[src/flash_ecc_pkg.sv]
package flash_ecc_pkg;

    // =========================================================
    // register map, byte addresses on the word bus
    localparam logic [7:0] ECCCS_ADDR = 8'h04;
    localparam logic [7:0] KEY_ADDR = 8'h08;
    localparam logic [7:0] IRQ_STAT_ADDR = 8'h40;
    localparam logic [7:0] IRQ_MASK_ADDR = 8'h44;
    localparam logic [3:0] SEL_WORD = 4'hF;
    localparam logic [31:0] ECCCS_RESET = 32'h0000_0000;
    localparam logic [31:0] KEY_RESET = 32'h0000_0000;

    // =========================================================
    // ecc status field positions
    localparam int DED_BIT = 31;
    localparam int COR_BIT = 30;
    localparam int EEPROM_DED_BIT = 29;
    localparam int OB0_DED_BIT = 27;
    localparam int OB1_DED_BIT = 26;
    localparam int DED_IE_BIT = 25;
    localparam int COR_IE_BIT = 24;
    localparam int OTP_FLAG_BIT = 23;
    localparam int DF_FLAG_BIT = 22;
    localparam int SYS_FLAG_BIT = 21;
    localparam int BK1_FLAG_BIT = 20;
    localparam int OB0_FLAG_BIT = 19;
    localparam int RSVD_HI = 18;
    localparam int RSVD_LO = 15;
    localparam int OFFSET_W = 15;
    localparam int BYTES_PER_DWORD = 8;

    // =========================================================
    // own interrupt status and mask layout
    localparam int IRQ_W = 3;
    localparam int EV_DED = 0;
    localparam int EV_COR = 1;
    localparam int EV_KEY_FAULT = 2;

    typedef enum logic [2:0] {
        REG_BANK0 = 3'h0,
        REG_BANK1 = 3'h1,
        REG_DATA = 3'h2,
        REG_EEPROM = 3'h3,
        REG_SYSTEM = 3'h4,
        REG_OPT0 = 3'h5,
        REG_OPT1 = 3'h6,
        REG_OTP = 3'h7
    } region_type;

    typedef enum logic [3:0] {
        KEY_LOCKED = 4'b0001,
        KEY_HALF = 4'b0010,
        KEY_OPEN = 4'b0100,
        KEY_DEAD = 4'b1000
    } key_state_type;

endpackage : flash_ecc_pkg

[src/key_port_if.sv]
interface key_port_if;
    logic wr;
    logic [31:0] data;
    logic relock;
    logic unlocked;
    logic fault;

    modport regs (output wr, output data, output relock, input unlocked, input fault);
    modport keys (input wr, input data, input relock, output unlocked, output fault);
endinterface : key_port_if

[src/flash_ecc_regs.sv]
// What this block does
// - option area 0 error sets bit 19, offset
// - 15-bit offset captured on every ECC error
// - fault address is region base plus 8*offset
// - correct two-key sequence unlocks control register 0 unless a wrong or extra key write has locked it until reset
// - key register is write-only, reads zero
// - double error flag set, cleared by one-writes
// - double error interrupt when enabled and an EEPROM, option area 0 or option area 1 double error flag is set
module flash_ecc_regs #(
    parameter logic [31:0] KEY_FIRST = 32'h1111_1111,
    parameter logic [31:0] KEY_SECOND = 32'h2222_2222
) (
    input wire logic ref_clk, // 250 MHz core clock
    input wire logic rstn, // async reset, active low
    input wire logic wb_cyc_i, // wishbone cycle
    input wire logic wb_stb_i, // wishbone strobe
    input wire logic wb_we_i, // wishbone write
    input wire logic [7:0] wb_adr_i, // byte address
    input wire logic [3:0] wb_sel_i, // byte lanes
    input wire logic [31:0] wb_dat_i, // write data
    output logic [31:0] wb_dat_o, // read data
    output logic wb_ack_o, // wishbone ack
    input wire logic ecc_err_valid, // one-cycle ecc error event
    input wire logic ecc_err_double, // event is a two-bit error
    input wire logic [2:0] ecc_err_region, // region of the error
    input wire logic [14:0] ecc_err_offset, // double-word offset in region
    input wire logic system_flash_ecc_clear, // one-write to system flash ecc flag
    input wire logic control0_relock, // lock bit set in control register 0
    output logic flash_control0_unlocked, // control register 0 writable
    output logic ecc_irq, // ecc interrupt, level
    output logic irq // event interrupt, level
);

    logic rst_meta_r;
    logic rst_n_s;
    logic [31:0] ecccs_r;
    logic [4:0] sticky_r;
    logic [1:0] irq_en_r;
    logic [4:0] region_r;
    logic [flash_ecc_pkg::OFFSET_W-1:0] offset_r;
    logic [flash_ecc_pkg::IRQ_W-1:0] irq_stat_r;
    logic [flash_ecc_pkg::IRQ_W-1:0] irq_mask_r;
    logic req;
    logic wr_word;
    logic [31:0] w1c;
    logic [31:0] ecc_set;
    logic [flash_ecc_pkg::IRQ_W-1:0] ev_set;
    logic [31:0] rd_nxt;
    logic [31:0] clr_mask;
    key_port_if kp();

    // =========================================================
    // reset release
    always_ff @(posedge ref_clk or negedge rstn) begin
        if (!rstn) begin
            rst_meta_r <= 1'b0;
            rst_n_s <= 1'b0;
        end else begin
            rst_meta_r <= 1'b1;
            rst_n_s <= rst_meta_r;
        end
    end

    // =========================================================
    // wishbone slave: ack one cycle after the request, write at ack edge
    assign req = wb_cyc_i && wb_stb_i;
    // partial-lane writes are dropped, the registers want whole words
    assign wr_word = req && wb_ack_o && wb_we_i && (wb_sel_i == flash_ecc_pkg::SEL_WORD);
    assign w1c = (wr_word && (wb_adr_i == flash_ecc_pkg::ECCCS_ADDR)) ? wb_dat_i : 32'h0000_0000;

    always_ff @(posedge ref_clk or negedge rst_n_s) begin
        if (!rst_n_s) begin
            wb_ack_o <= 1'b0;
        end else begin
            wb_ack_o <= req && !wb_ack_o;
        end
    end

    always_comb begin
        rd_nxt = 32'h0000_0000;
        case (wb_adr_i)
            flash_ecc_pkg::ECCCS_ADDR: rd_nxt = ecccs_r;
            flash_ecc_pkg::KEY_ADDR: rd_nxt = 32'h0000_0000;
            flash_ecc_pkg::IRQ_STAT_ADDR: rd_nxt = {29'h0000_0000, irq_stat_r};
            flash_ecc_pkg::IRQ_MASK_ADDR: rd_nxt = {29'h0000_0000, irq_mask_r};
            default: rd_nxt = 32'h0000_0000;
        endcase
    end

    always_ff @(posedge ref_clk or negedge rst_n_s) begin
        if (!rst_n_s) begin
            wb_dat_o <= 32'h0000_0000;
        end else if (req && !wb_ack_o && !wb_we_i) begin
            wb_dat_o <= rd_nxt;
        end
    end

    // =========================================================
    // ecc status register
    always_comb begin
        ecc_set = 32'h0000_0000;
        if (ecc_err_valid) begin
            if (ecc_err_double) begin
                ecc_set[flash_ecc_pkg::DED_BIT] = 1'b1;
                ecc_set[flash_ecc_pkg::EEPROM_DED_BIT] = (ecc_err_region == flash_ecc_pkg::REG_EEPROM);
                ecc_set[flash_ecc_pkg::OB0_DED_BIT] = (ecc_err_region == flash_ecc_pkg::REG_OPT0);
                ecc_set[flash_ecc_pkg::OB1_DED_BIT] = (ecc_err_region == flash_ecc_pkg::REG_OPT1);
            end else begin
                ecc_set[flash_ecc_pkg::COR_BIT] = 1'b1;
            end
        end
    end

    // the double error flag also clears from the system status side
    always_comb begin
        clr_mask = 32'h0000_0000;
        clr_mask[flash_ecc_pkg::DED_BIT] = w1c[flash_ecc_pkg::DED_BIT] || system_flash_ecc_clear;
        clr_mask[flash_ecc_pkg::COR_BIT] = w1c[flash_ecc_pkg::COR_BIT];
        clr_mask[flash_ecc_pkg::EEPROM_DED_BIT] = w1c[flash_ecc_pkg::EEPROM_DED_BIT];
        clr_mask[flash_ecc_pkg::OB0_DED_BIT] = w1c[flash_ecc_pkg::OB0_DED_BIT];
        clr_mask[flash_ecc_pkg::OB1_DED_BIT] = w1c[flash_ecc_pkg::OB1_DED_BIT];
    end

    // sticky error flags 31,30,29,27,26: a new event beats a clear in the same cycle
    always_ff @(posedge ref_clk or negedge rst_n_s) begin
        if (!rst_n_s) begin
            sticky_r <= {flash_ecc_pkg::ECCCS_RESET[31:29], flash_ecc_pkg::ECCCS_RESET[27:26]};
        end else begin
            sticky_r <= (sticky_r & ~{clr_mask[31:29], clr_mask[27:26]})
                        | {ecc_set[31:29], ecc_set[27:26]};
        end
    end

    always_ff @(posedge ref_clk or negedge rst_n_s) begin
        if (!rst_n_s) begin
            irq_en_r <= flash_ecc_pkg::ECCCS_RESET[flash_ecc_pkg::DED_IE_BIT:flash_ecc_pkg::COR_IE_BIT];
        end else if (wr_word && (wb_adr_i == flash_ecc_pkg::ECCCS_ADDR)) begin
            irq_en_r <= wb_dat_i[flash_ecc_pkg::DED_IE_BIT:flash_ecc_pkg::COR_IE_BIT];
        end
    end

    // region flags and offset describe the latest error only
    always_ff @(posedge ref_clk or negedge rst_n_s) begin
        if (!rst_n_s) begin
            region_r <= flash_ecc_pkg::ECCCS_RESET[flash_ecc_pkg::OTP_FLAG_BIT:flash_ecc_pkg::OB0_FLAG_BIT];
            offset_r <= flash_ecc_pkg::ECCCS_RESET[flash_ecc_pkg::OFFSET_W-1:0];
        end else if (ecc_err_valid) begin
            region_r <= {(ecc_err_region == flash_ecc_pkg::REG_OTP),
                         (ecc_err_region == flash_ecc_pkg::REG_DATA),
                         (ecc_err_region == flash_ecc_pkg::REG_SYSTEM),
                         (ecc_err_region == flash_ecc_pkg::REG_BANK1),
                         (ecc_err_region == flash_ecc_pkg::REG_OPT0)};
            // offset in double words; byte address is base plus 8 times this
            offset_r <= ecc_err_offset;
        end
    end

    // reserved bits and bit 28 hold reset value whatever software writes
    assign ecccs_r = {sticky_r[4:2], 1'b0, sticky_r[1:0], irq_en_r, region_r,
                      {(flash_ecc_pkg::RSVD_HI - flash_ecc_pkg::RSVD_LO + 1){1'b0}},
                      offset_r};

    always_ff @(posedge ref_clk or negedge rst_n_s) begin
        if (!rst_n_s) begin
            ecc_irq <= 1'b0;
        end else begin
            ecc_irq <= (ecccs_r[flash_ecc_pkg::DED_IE_BIT] && (ecccs_r[flash_ecc_pkg::EEPROM_DED_BIT]
                        || ecccs_r[flash_ecc_pkg::OB0_DED_BIT]
                        || ecccs_r[flash_ecc_pkg::OB1_DED_BIT]))
                       || (ecccs_r[flash_ecc_pkg::COR_IE_BIT] && ecccs_r[flash_ecc_pkg::COR_BIT]);
        end
    end

    // =========================================================
    // key register and lock
    assign kp.wr = wr_word && (wb_adr_i == flash_ecc_pkg::KEY_ADDR);
    assign kp.data = wb_dat_i;
    assign kp.relock = control0_relock;

    flash_key_unlock #(
        .KEY_FIRST(KEY_FIRST),
        .KEY_SECOND(KEY_SECOND)
    ) u_keys (
        .clk(ref_clk),
        .rst_n(rst_n_s),
        .kp(kp)
    );

    always_ff @(posedge ref_clk or negedge rst_n_s) begin
        if (!rst_n_s) begin
            flash_control0_unlocked <= 1'b0;
        end else begin
            flash_control0_unlocked <= kp.unlocked;
        end
    end

    // =========================================================
    // event interrupts
    assign ev_set = {kp.fault, ecc_err_valid && !ecc_err_double, ecc_err_valid && ecc_err_double};

    always_ff @(posedge ref_clk or negedge rst_n_s) begin
        if (!rst_n_s) begin
            irq_stat_r <= '0;
        end else begin
            irq_stat_r <= (irq_stat_r & ~((wr_word && (wb_adr_i == flash_ecc_pkg::IRQ_STAT_ADDR))
                          ? wb_dat_i[flash_ecc_pkg::IRQ_W-1:0] : 3'h0)) | ev_set;
        end
    end

    always_ff @(posedge ref_clk or negedge rst_n_s) begin
        if (!rst_n_s) begin
            irq_mask_r <= '0;
        end else if (wr_word && (wb_adr_i == flash_ecc_pkg::IRQ_MASK_ADDR)) begin
            irq_mask_r <= wb_dat_i[flash_ecc_pkg::IRQ_W-1:0];
        end
    end

    always_ff @(posedge ref_clk or negedge rst_n_s) begin
        if (!rst_n_s) begin
            irq <= 1'b0;
        end else begin
            irq <= |(irq_stat_r & irq_mask_r);
        end
    end

    // =========================================================
    // checks
    ob0_flag_set_a: assert property (@(posedge ref_clk) disable iff (!rst_n_s)
        ecc_err_valid && (ecc_err_region == flash_ecc_pkg::REG_OPT0)
        |=> ecccs_r[flash_ecc_pkg::OB0_FLAG_BIT] && !ecccs_r[flash_ecc_pkg::BK1_FLAG_BIT])
        else $error("option area 0 flag not set");
    offset_capture_a: assert property (@(posedge ref_clk) disable iff (!rst_n_s)
        ecc_err_valid |=> ecccs_r[14:0] == $past(ecc_err_offset))
        else $error("fault offset not captured");
    ded_set_a: assert property (@(posedge ref_clk) disable iff (!rst_n_s)
        ecc_err_valid && ecc_err_double |=> ecccs_r[flash_ecc_pkg::DED_BIT])
        else $error("double error flag not set");
    ded_clear_a: assert property (@(posedge ref_clk) disable iff (!rst_n_s)
        system_flash_ecc_clear && !ecc_err_valid |=> !ecccs_r[flash_ecc_pkg::DED_BIT])
        else $error("double error flag not cleared");
    ded_irq_a: assert property (@(posedge ref_clk) disable iff (!rst_n_s)
        ecccs_r[flash_ecc_pkg::DED_IE_BIT] && ecccs_r[flash_ecc_pkg::OB0_DED_BIT] |=> ecc_irq)
        else $error("double error interrupt missing");
    key_read_zero_a: assert property (@(posedge ref_clk) disable iff (!rst_n_s)
        wb_ack_o && req && !wb_we_i && (wb_adr_i == flash_ecc_pkg::KEY_ADDR) |-> wb_dat_o == 32'h0)
        else $error("key register read back nonzero");
    reserved_zero_a: assert property (@(posedge ref_clk) disable iff (!rst_n_s)
        ecccs_r[flash_ecc_pkg::RSVD_HI:flash_ecc_pkg::RSVD_LO] == 4'h0)
        else $error("reserved bits not zero");
    key_word_only_a: assert property (@(posedge ref_clk) disable iff (!rst_n_s)
        req && wb_we_i && (wb_sel_i != flash_ecc_pkg::SEL_WORD) |-> !kp.wr)
        else $error("partial write reached the key");
    ack_pulse_a: assert property (@(posedge ref_clk) disable iff (!rst_n_s)
        req && !wb_ack_o |=> wb_ack_o ##1 !wb_ack_o)
        else $error("ack not a single pulse");
    unlock_path_a: assert property (@(posedge ref_clk) disable iff (!rst_n_s)
        kp.fault |=> !flash_control0_unlocked [*3])
        else $error("unlocked after wrong key");
    ded_cover: cover property (@(posedge ref_clk) disable iff (!rst_n_s)
        ecc_err_valid && ecc_err_double ##[1:4] ecc_irq);
    irq_cover: cover property (@(posedge ref_clk) disable iff (!rst_n_s) $rose(irq));
    unlocked_cover: cover property (@(posedge ref_clk) disable iff (!rst_n_s)
        $rose(flash_control0_unlocked));

endmodule : flash_ecc_regs

[src/flash_key_unlock.sv]
module flash_key_unlock #(
    parameter logic [31:0] KEY_FIRST = 32'h1111_1111,
    parameter logic [31:0] KEY_SECOND = 32'h2222_2222
) (
    input wire logic clk, // core clock
    input wire logic rst_n, // synchronised reset, active low
    key_port_if.keys kp // key writes in, lock state out
);

    flash_ecc_pkg::key_state_type state_r;
    flash_ecc_pkg::key_state_type state_nxt;

    // =========================================================
    // key sequence
    always_comb begin
        state_nxt = state_r;
        case (state_r)
            flash_ecc_pkg::KEY_LOCKED: begin
                if (kp.wr) begin
                    state_nxt = (kp.data == KEY_FIRST) ? flash_ecc_pkg::KEY_HALF
                                                       : flash_ecc_pkg::KEY_DEAD;
                end
            end
            flash_ecc_pkg::KEY_HALF: begin
                if (kp.wr) begin
                    state_nxt = (kp.data == KEY_SECOND) ? flash_ecc_pkg::KEY_OPEN
                                                        : flash_ecc_pkg::KEY_DEAD;
                end
            end
            flash_ecc_pkg::KEY_OPEN: begin
                // any key write while open is a misuse and locks for good
                if (kp.wr) begin
                    state_nxt = flash_ecc_pkg::KEY_DEAD;
                end else if (kp.relock) begin
                    state_nxt = flash_ecc_pkg::KEY_LOCKED;
                end
            end
            flash_ecc_pkg::KEY_DEAD: state_nxt = flash_ecc_pkg::KEY_DEAD;
            default: state_nxt = flash_ecc_pkg::KEY_DEAD;
        endcase
    end

    always_ff @(posedge clk or negedge rst_n) begin
        if (!rst_n) begin
            state_r <= flash_ecc_pkg::KEY_LOCKED;
        end else begin
            state_r <= state_nxt;
        end
    end

    always_ff @(posedge clk or negedge rst_n) begin
        if (!rst_n) begin
            kp.unlocked <= 1'b0;
            kp.fault <= 1'b0;
        end else begin
            kp.unlocked <= (state_nxt == flash_ecc_pkg::KEY_OPEN);
            kp.fault <= (state_nxt == flash_ecc_pkg::KEY_DEAD)
                        && (state_r != flash_ecc_pkg::KEY_DEAD);
        end
    end

    // =========================================================
    // checks
    unlock_needs_key_a: assert property (@(posedge clk) disable iff (!rst_n)
        $rose(kp.unlocked) |-> $past(kp.wr) && ($past(kp.data) == KEY_SECOND))
        else $error("unlocked without the second key");
    wrong_key_lock_a: assert property (@(posedge clk) disable iff (!rst_n)
        kp.fault |-> !kp.unlocked ##1 (!kp.unlocked && !kp.fault) [*8])
        else $error("unlocked after a wrong key");
    unlock_cover: cover property (@(posedge clk) disable iff (!rst_n) $rose(kp.unlocked));
    fault_cover: cover property (@(posedge clk) disable iff (!rst_n) kp.fault);

endmodule : flash_key_unlock

[config.mk]
export PLATFORM = sky130hd
export DESIGN_NAME = flash_ecc_regs
export DESIGN_NICKNAME = d
export VERILOG_FILES = /design/src/flash_ecc_pkg.sv /design/src/key_port_if.sv /design/src/flash_ecc_regs.sv /design/src/flash_key_unlock.sv
export SDC_FILE = /design/constraint.sdc
export NUM_CORES = 1
export LEC_CHECK = 0
export BUFFER_PORTS_ARGS = -buffer_cell sky130_fd_sc_hd__buf_2
export CORE_ASPECT_RATIO = 1.1
export CORE_MARGIN = 5
export CORE_UTILIZATION = 46
export DETAILED_ROUTE_END_ITERATION = 8
export GPL_TIMING_DRIVEN = 0
export PLACE_DENSITY_LB_ADDON = 0.15
export SLEW_MARGIN = 20
export SYNTH_ARGS = -nofsm -noshare
export SYNTH_HDL_FRONTEND = slang
export SYNTH_HIERARCHICAL = 1
export SYNTH_SLANG_ARGS = --single-unit
[constraint.sdc]
create_clock -name ref_clk -period 2.4 [get_ports ref_clk]
set_clock_uncertainty 0.1 [all_clocks]
set_input_delay 0.48 -clock ref_clk [delete_from_list [all_inputs] [get_ports ref_clk]]
set_output_delay 0.48 -clock ref_clk [all_outputs]
set_load 0.1 [all_outputs]
==> flow_summary.ini, run 1 <==
[clocking]
root_buffer = clkbuf_8
cts-buffers-inserted = 9
cts.reportedPaths.clkPinSlew_ns = 0.08
cts_tree = done
clkLatencyLatePin_ns = 0.34
cts_htree_levels = 3
cts.sink_count = 72
cts_buffer_depth = 2

[die]
die_area_mm2 = 0.008883
die_h_um = 98.35
fp-row-count = 32
fp.dieW_um = 90.32
pin_count = 107
design.core.area_mm2 = 0.006967
initial_core_util = 0.4686

[logic_synthesis]
synth-edff-count = 0
synthTopCellsByArea = dfrtp_1, mux2_2, a22o_1
synth_cell_types = 53
yosysMostFrequentCell = dfrtp_1
synth-main-ff-cell = dfrtp_1
postSynthRegisterBits = 72
synth_area_leader_cell = dfrtp_1
syn_area_per_cell_um2 = 12.32
yosysSeqAreaShare = 0.5523
synth_top_area_frac = 0.5443
synthArstFlopShare = 1.000
synth_cells = 265
syn_area_mm2 = 0.003264
yosys_warnings = 6
ys_top_cells_by_count = dfrtp_1, a22o_1, mux2_2

[setup_path]
startpoint_type = input pin
r2r-start = wb_ack_o$_DFF_PN0_
cp-end-kind = register
cp.arrival_ns = 2.54
crit_type = input pin to register
startpoint = wb_adr_i[5]
crit_required_ns = 2.52
critPathMaxFanout = 6

[timing]
final.setup.tns_ns = -0.01270
period_needed_ns = 2.413
rsz0062_at_grt = true
fmax_ghz = 0.4145
hold_viol = 0
finalSetupViolCount = 1
worst_pin_slew_ns = 0.6211
slew_headroom = 0.5859
slew_viol_final = 0
setup_ws_ns = -0.01270
fin_crit_sh = 1.005

[run]
cap_violations = 0

[grt]
grt_overflow = 0
grt_start_max_net_pins = 53
grt_use_total = 0.1763
busiest_layer = met2
grt_pass1_wl_mm = 12.72
globalRouteMet3Util = 0.04083
grt_pass1_vias = 2626
use_met1 = 0.2288
antenna_found_initial = 0
met2_usage = 0.2917

[routing]
dr.first_iter.drc_count = 72
drc_errors = 0
vias_per_cell = 5.375
first_pass_iters = 4
postRouteAntennaNets = 0
drt_wl_total_mm = 7.662
wl_per_cell_um = 16.13
dr_total_vias = 2553

[power]
power.density_mw_per_mm2 = 609.7
power_leakage_nw = 2.117
peakVddDrop_uv = 393.1

[finish]
drive_above_1_share = 0.4513
area_growth_pct = 29.70
final_core_util = 0.6078
fin_nets = 456
diodes = 0

[outcome]
status = complete, but fails checks
violations = setup timing

[place]
gp_congestion = 0.8334
io_buffers = 99
dp_hpwl_mm = 5.902

[hold_path]
hp-class = register to asynchronous set/reset pin
layer usage:
layer  routed length (µm)  share of wire
met5                    0              0
met2                 3931           0.51
met4                   87          0.011
met1                 3252           0.42
met3                  390          0.051
stage by stage:
| step | std cells | hold slack, ns | setup slack, ns | cell area, µm² | power (W) |
|---|---|---|---|---|---|
| final | 475 | 0.1115 | -0.01270 | 4234 | 0.002581 |
| after global routing | 475 | 0.1331 | -0.1169 | 4234 | 0.002696 |
| after CTS | 471 | 0.1214 | -0.05805 | 4198 | 0.002603 |
| after detailed placement | 454 | 0.1155 | -0.6373 | 3935 | 0.001557 |
| after global placement | 453 | 0.1652 | -0.8778 | 3904 | 0.001543 |
| after floorplan | 269 | 0.08441 | -0.1970 | 3302 | 0.001445 |
sequential cells by signal (all words and copies together) (netlist names), 2 cells and up:
| name | count |
|---|---|
| region_r | 5 |
| irq_mask_r | 3 |
| wb_dat_o | 27 |
| offset_r | 15 |
| u_keys/state_r | 4 |
| irq_en_r | 2 |
| irq_stat_r | 3 |
| sticky_r | 5 |
cells in the final DEF (no fill, tap or decap), drive strengths merged, types with 5 or more instances in the layout:
| master | n |
|---|---|
| buf | 113 |
| dfrtp | 71 |
| a22o | 24 |
| mux2 | 24 |
| clkbuf | 16 |
| nand2 | 15 |
| nor2 | 12 |
| inv | 12 |
| nor4 | 7 |
| a21oi | 6 |
| conb | 6 |
| nor4bb | 6 |
| nor3 | 6 |
| nand4 | 5 |
| nand2b | 5 |
report_power, final:
part,internal [W],switching [W],total (W)
registers,0.00125,0.0000239,0.00127
clock network,0.000591,0.000452,0.00104
logic,0.000110,0.000156,0.000266
total,0.00195,0.000631,0.00258
cells by family (layout without fill, tap and decap cells):
group / count (synthesis) / after routing / share of synthesized area
muxes: 24 / 24 / 0.08279
other: 2 / 6 / 0.002301
AOI/OAI and AO/OA: 56 / 56 / 0.1326
and+or+nand+nor: 86 / 86 / 0.1905
DFF: 72 / 72 / 0.5523
buffers and inverters: 25 / 146 / 0.03948
cell type report:
cell class | instances | area (µm²)
fill | 584 | 2733
sequential | 72 | 1808
multi-input combinational | 172 | 1398
timing repair buffer | 105 | 575.6
clock buffer | 10 | 127.6
tap | 85 | 106.4
buffer | 15 | 91.34
clock inverter | 6 | 90.09
inverter | 10 | 37.54
worst paths after layout:
path,endpoint,slack (ns),depth (start not counted)
worst max-delay path,u_keys/kp.fault$_DFF_PN0_,-0.01,9
worst min-delay path,wb_dat_o[27]$_DFFE_PN0P_,0.11,0
worst max register to register,u_keys/kp.fault$_DFF_PN0_,0.22,8
worst min register to register,wb_dat_o[27]$_DFFE_PN0P_,0.11,0
max in group asynchronous,u_keys/state_r[0]$_DFF_PN1_,1.50,1
min in group ref_clk,sticky_r[4]$_DFF_PN0_,0.26,2
critical path, cell delays in order:
cell      delay (ns)
buf_6           0.09
or4_4           0.55
nor4b_4         0.24
and2_4          0.22
nor4b_4         0.22
nand2_2         0.11
nor4_4          0.22
a21o_2          0.19
and4bb_1        0.21
what timing repair did:
| action | CTS | global route |
|---|---|---|
| endpoints found under the setup margin | 2 | 2 |
| hold buffers | 1 | 0 |
| hold endpoints to repair | 2 | 0 |
| cloned | 0 | 0 |
| gates resized for setup | 7 | 1 |
| setup buffers | 0 | 4 |
(Power assumes the default switching activity.)
==> run 2, diff against run 1 <==
Settings changed: RECOVER_POWER set to 25.
==> run 2 against run 1 <==
  * The flow still finishes with violations (setup timing)
  * Via count increased by 0.55%
  * Combinational power about the same
  * Count of clock-buffer cells in the layout unchanged
  * Highest routed layer unchanged
==> flow_summary.ini, run 2 (synthesis results as in run 1) <==
[finish]
nFillCells = 587
drive_above_1_share = 0.4462
final_cell_area_mm2 = 0.004229
top_regs = wb_dat_o x27, offset_r x15
largest_reg_flops = 27
final_cell_count_no_fill = 475
diodes = 0
final_core_util = 0.6070
mostFrequentLayoutCells = buf_2, dfrtp_1, a22o_1, mux2_2, nand2_1
layout_commonest_cell = buf_2
fin_nets = 456
multi_input_area_mm2 = 0.001398
area_growth_pct = 29.55
top_register = wb_dat_o
seq_area_mm2 = 0.001804

[die]
design.core.area_mm2 = 0.006967
pin_count = 107
fp.dieW_um = 90.32
initial_core_util = 0.4686
die_h_um = 98.35
fp-row-count = 32
die_area_mm2 = 0.008883

[power]
p_int_w = 0.001949
netSwitchingPower_w = 0.0006296
finalPower_w = 0.002579
power_leakage_nw = 2.116
pwr-share-comb = 0.103
p_clk_frac = 0.404
power.density_mw_per_mm2 = 609.8
sw_frac_of_total = 0.2441
pwr-share-seq = 0.493
peakVddDrop_uv = 393.2

[place]
placed_area_mm2 = 0.003935
io_buffers = 99
dp.cells = 454
gp_congestion = 0.8334
dp_hpwl_mm = 5.902

[timing]
slew_viol_final = 0
finalSetupViolCount = 1
rsz0062_at_grt = true
hold_viol = 0
final.setup.tns_ns = -0.01284
fmax_ghz = 0.4144
setup_ws_ns = -0.01284
period_needed_ns = 2.413
fin_crit_sh = 1.005
worst_pin_slew_ns = 0.8315
slew_headroom = 0.4456

[setup_path]
critPathMaxStageDelay_ns = 0.55
startpoint_type = input pin
ff2ff_path_depth = 8
cpMostUsedCell = nor4b_4
critPathMaxFanout = 6
crit_slowest_cell = or4_4
cp-end-kind = register
path_cells = buf_6 > or4_4 > nor4b_4 > and2_4 > nor4b_4 > nand2_2 > nor4_4 > a21o_2 > and4bb_1
crit_type = input pin to register
crit_required_ns = 2.52
cp.arrival_ns = 2.54

[routing]
dr_total_vias = 2567
wl_per_cell_um = 16.14
drc_errors = 0
vias_per_cell = 5.404
postRouteAntennaNets = 0
drt_wl_total_mm = 7.666
first_pass_iters = 5
dr.first_iter.drc_count = 73

[run]
cap_violations = 0

[grt]
grt_overflow = 0
grt_use_total = 0.1763
antenna_found_initial = 0
grt_pass1_wl_mm = 12.72
grt_start_max_net_pins = 53
grt_pass1_vias = 2626

[clocking]
cts.reportedPaths.clkPinSlew_ns = 0.08
root_buffer = clkbuf_8
cts.sink_count = 72
cts_htree_levels = 3
cts-buffers-inserted = 9
cts_tree = done
cts_buffer_depth = 2
clkLatencyLatePin_ns = 0.34

[outcome]
violations = setup timing
status = complete, but fails checks

[hold_path]
hp-class = register to asynchronous set/reset pin
[run 2: metal layers]
metal / wire (µm) / part of all wire / GRT usage / up-vias
met2: 3927 / 0.51 / 0.2917 / 85
met3: 418 / 0.055 / 0.04083 / 10
met4: 89 / 0.012 / 0.05842 / 0
met5: 0 / 0 / 0 / -
li1: - / - / - / 1238
met1: 3230 / 0.42 / 0.2288 / 1234
[run 2: worst paths after layout]
kind	start	end	slack, ns
setup / recovery	wb_adr_i[5]	u_keys/kp.fault$_DFF_PN0_	-0.01
min in group ref_clk	wb_dat_i[31]	sticky_r[4]$_DFF_PN0_	0.26
max in group asynchronous	rst_n_s$_DFF_PN0_	u_keys/state_r[0]$_DFF_PN1_	1.17
setup reg to reg	wb_ack_o$_DFF_PN0_	u_keys/kp.fault$_DFF_PN0_	0.22
hold reg to reg	rst_n_s$_DFF_PN0_	wb_dat_o[27]$_DFFE_PN0P_	0.25
hold / removal	rst_n_s$_DFF_PN0_	wb_dat_o[27]$_DFFE_PN0P_	0.25
[run 2: cell type report]
cell class                 instances  share of cell area
inverter                          10            0.008876
multi-input combinational        172              0.3305
timing repair buffer             105              0.1358
clock inverter                     6             0.02130
clock buffer                      10             0.03018
buffer                            15             0.02160
sequential                        72              0.4266
tap                               85             0.02515
[run 2: power groups by stage]
stage / clock, W / combinational (W) / sequential (W)
3_3_place_gp: 0 / 0.000232 / 0.00131
5_1_grt: 0.00113 / 0.000290 / 0.00128
3_5_place_dp: 0 / 0.000259 / 0.00130
6_report: 0.00104 / 0.000266 / 0.00127
4_1_cts: 0.00106 / 0.000266 / 0.00127
2_1_floorplan: 0 / 0.000126 / 0.00132
[run 2: metrics by stage]
stage | hold WS [ns] | worst slack [ns]
after CTS | 0.1214 | -0.05805
after floorplan | 0.08441 | -0.1970
after global placement | 0.1652 | -0.8778
final | 0.2510 | -0.01284
after global routing | 0.2399 | -0.1169
after detailed placement | 0.1155 | -0.6373
[run 2: timing repair]
action,CTS,global route
gates cloned,0,0
buffers inserted,0,4
gates resized for setup,7,1
hold buffers,1,0
pin swaps,0,0
endpoints found under the hold margin,2,0
endpoints found under the setup margin,2,2
[run 2: critical path, delay by kind of cell]
kind,cells,cell delay [ns]
simple gates,7,1.77
compound gates,1,0.19
buf+inv,1,0.09
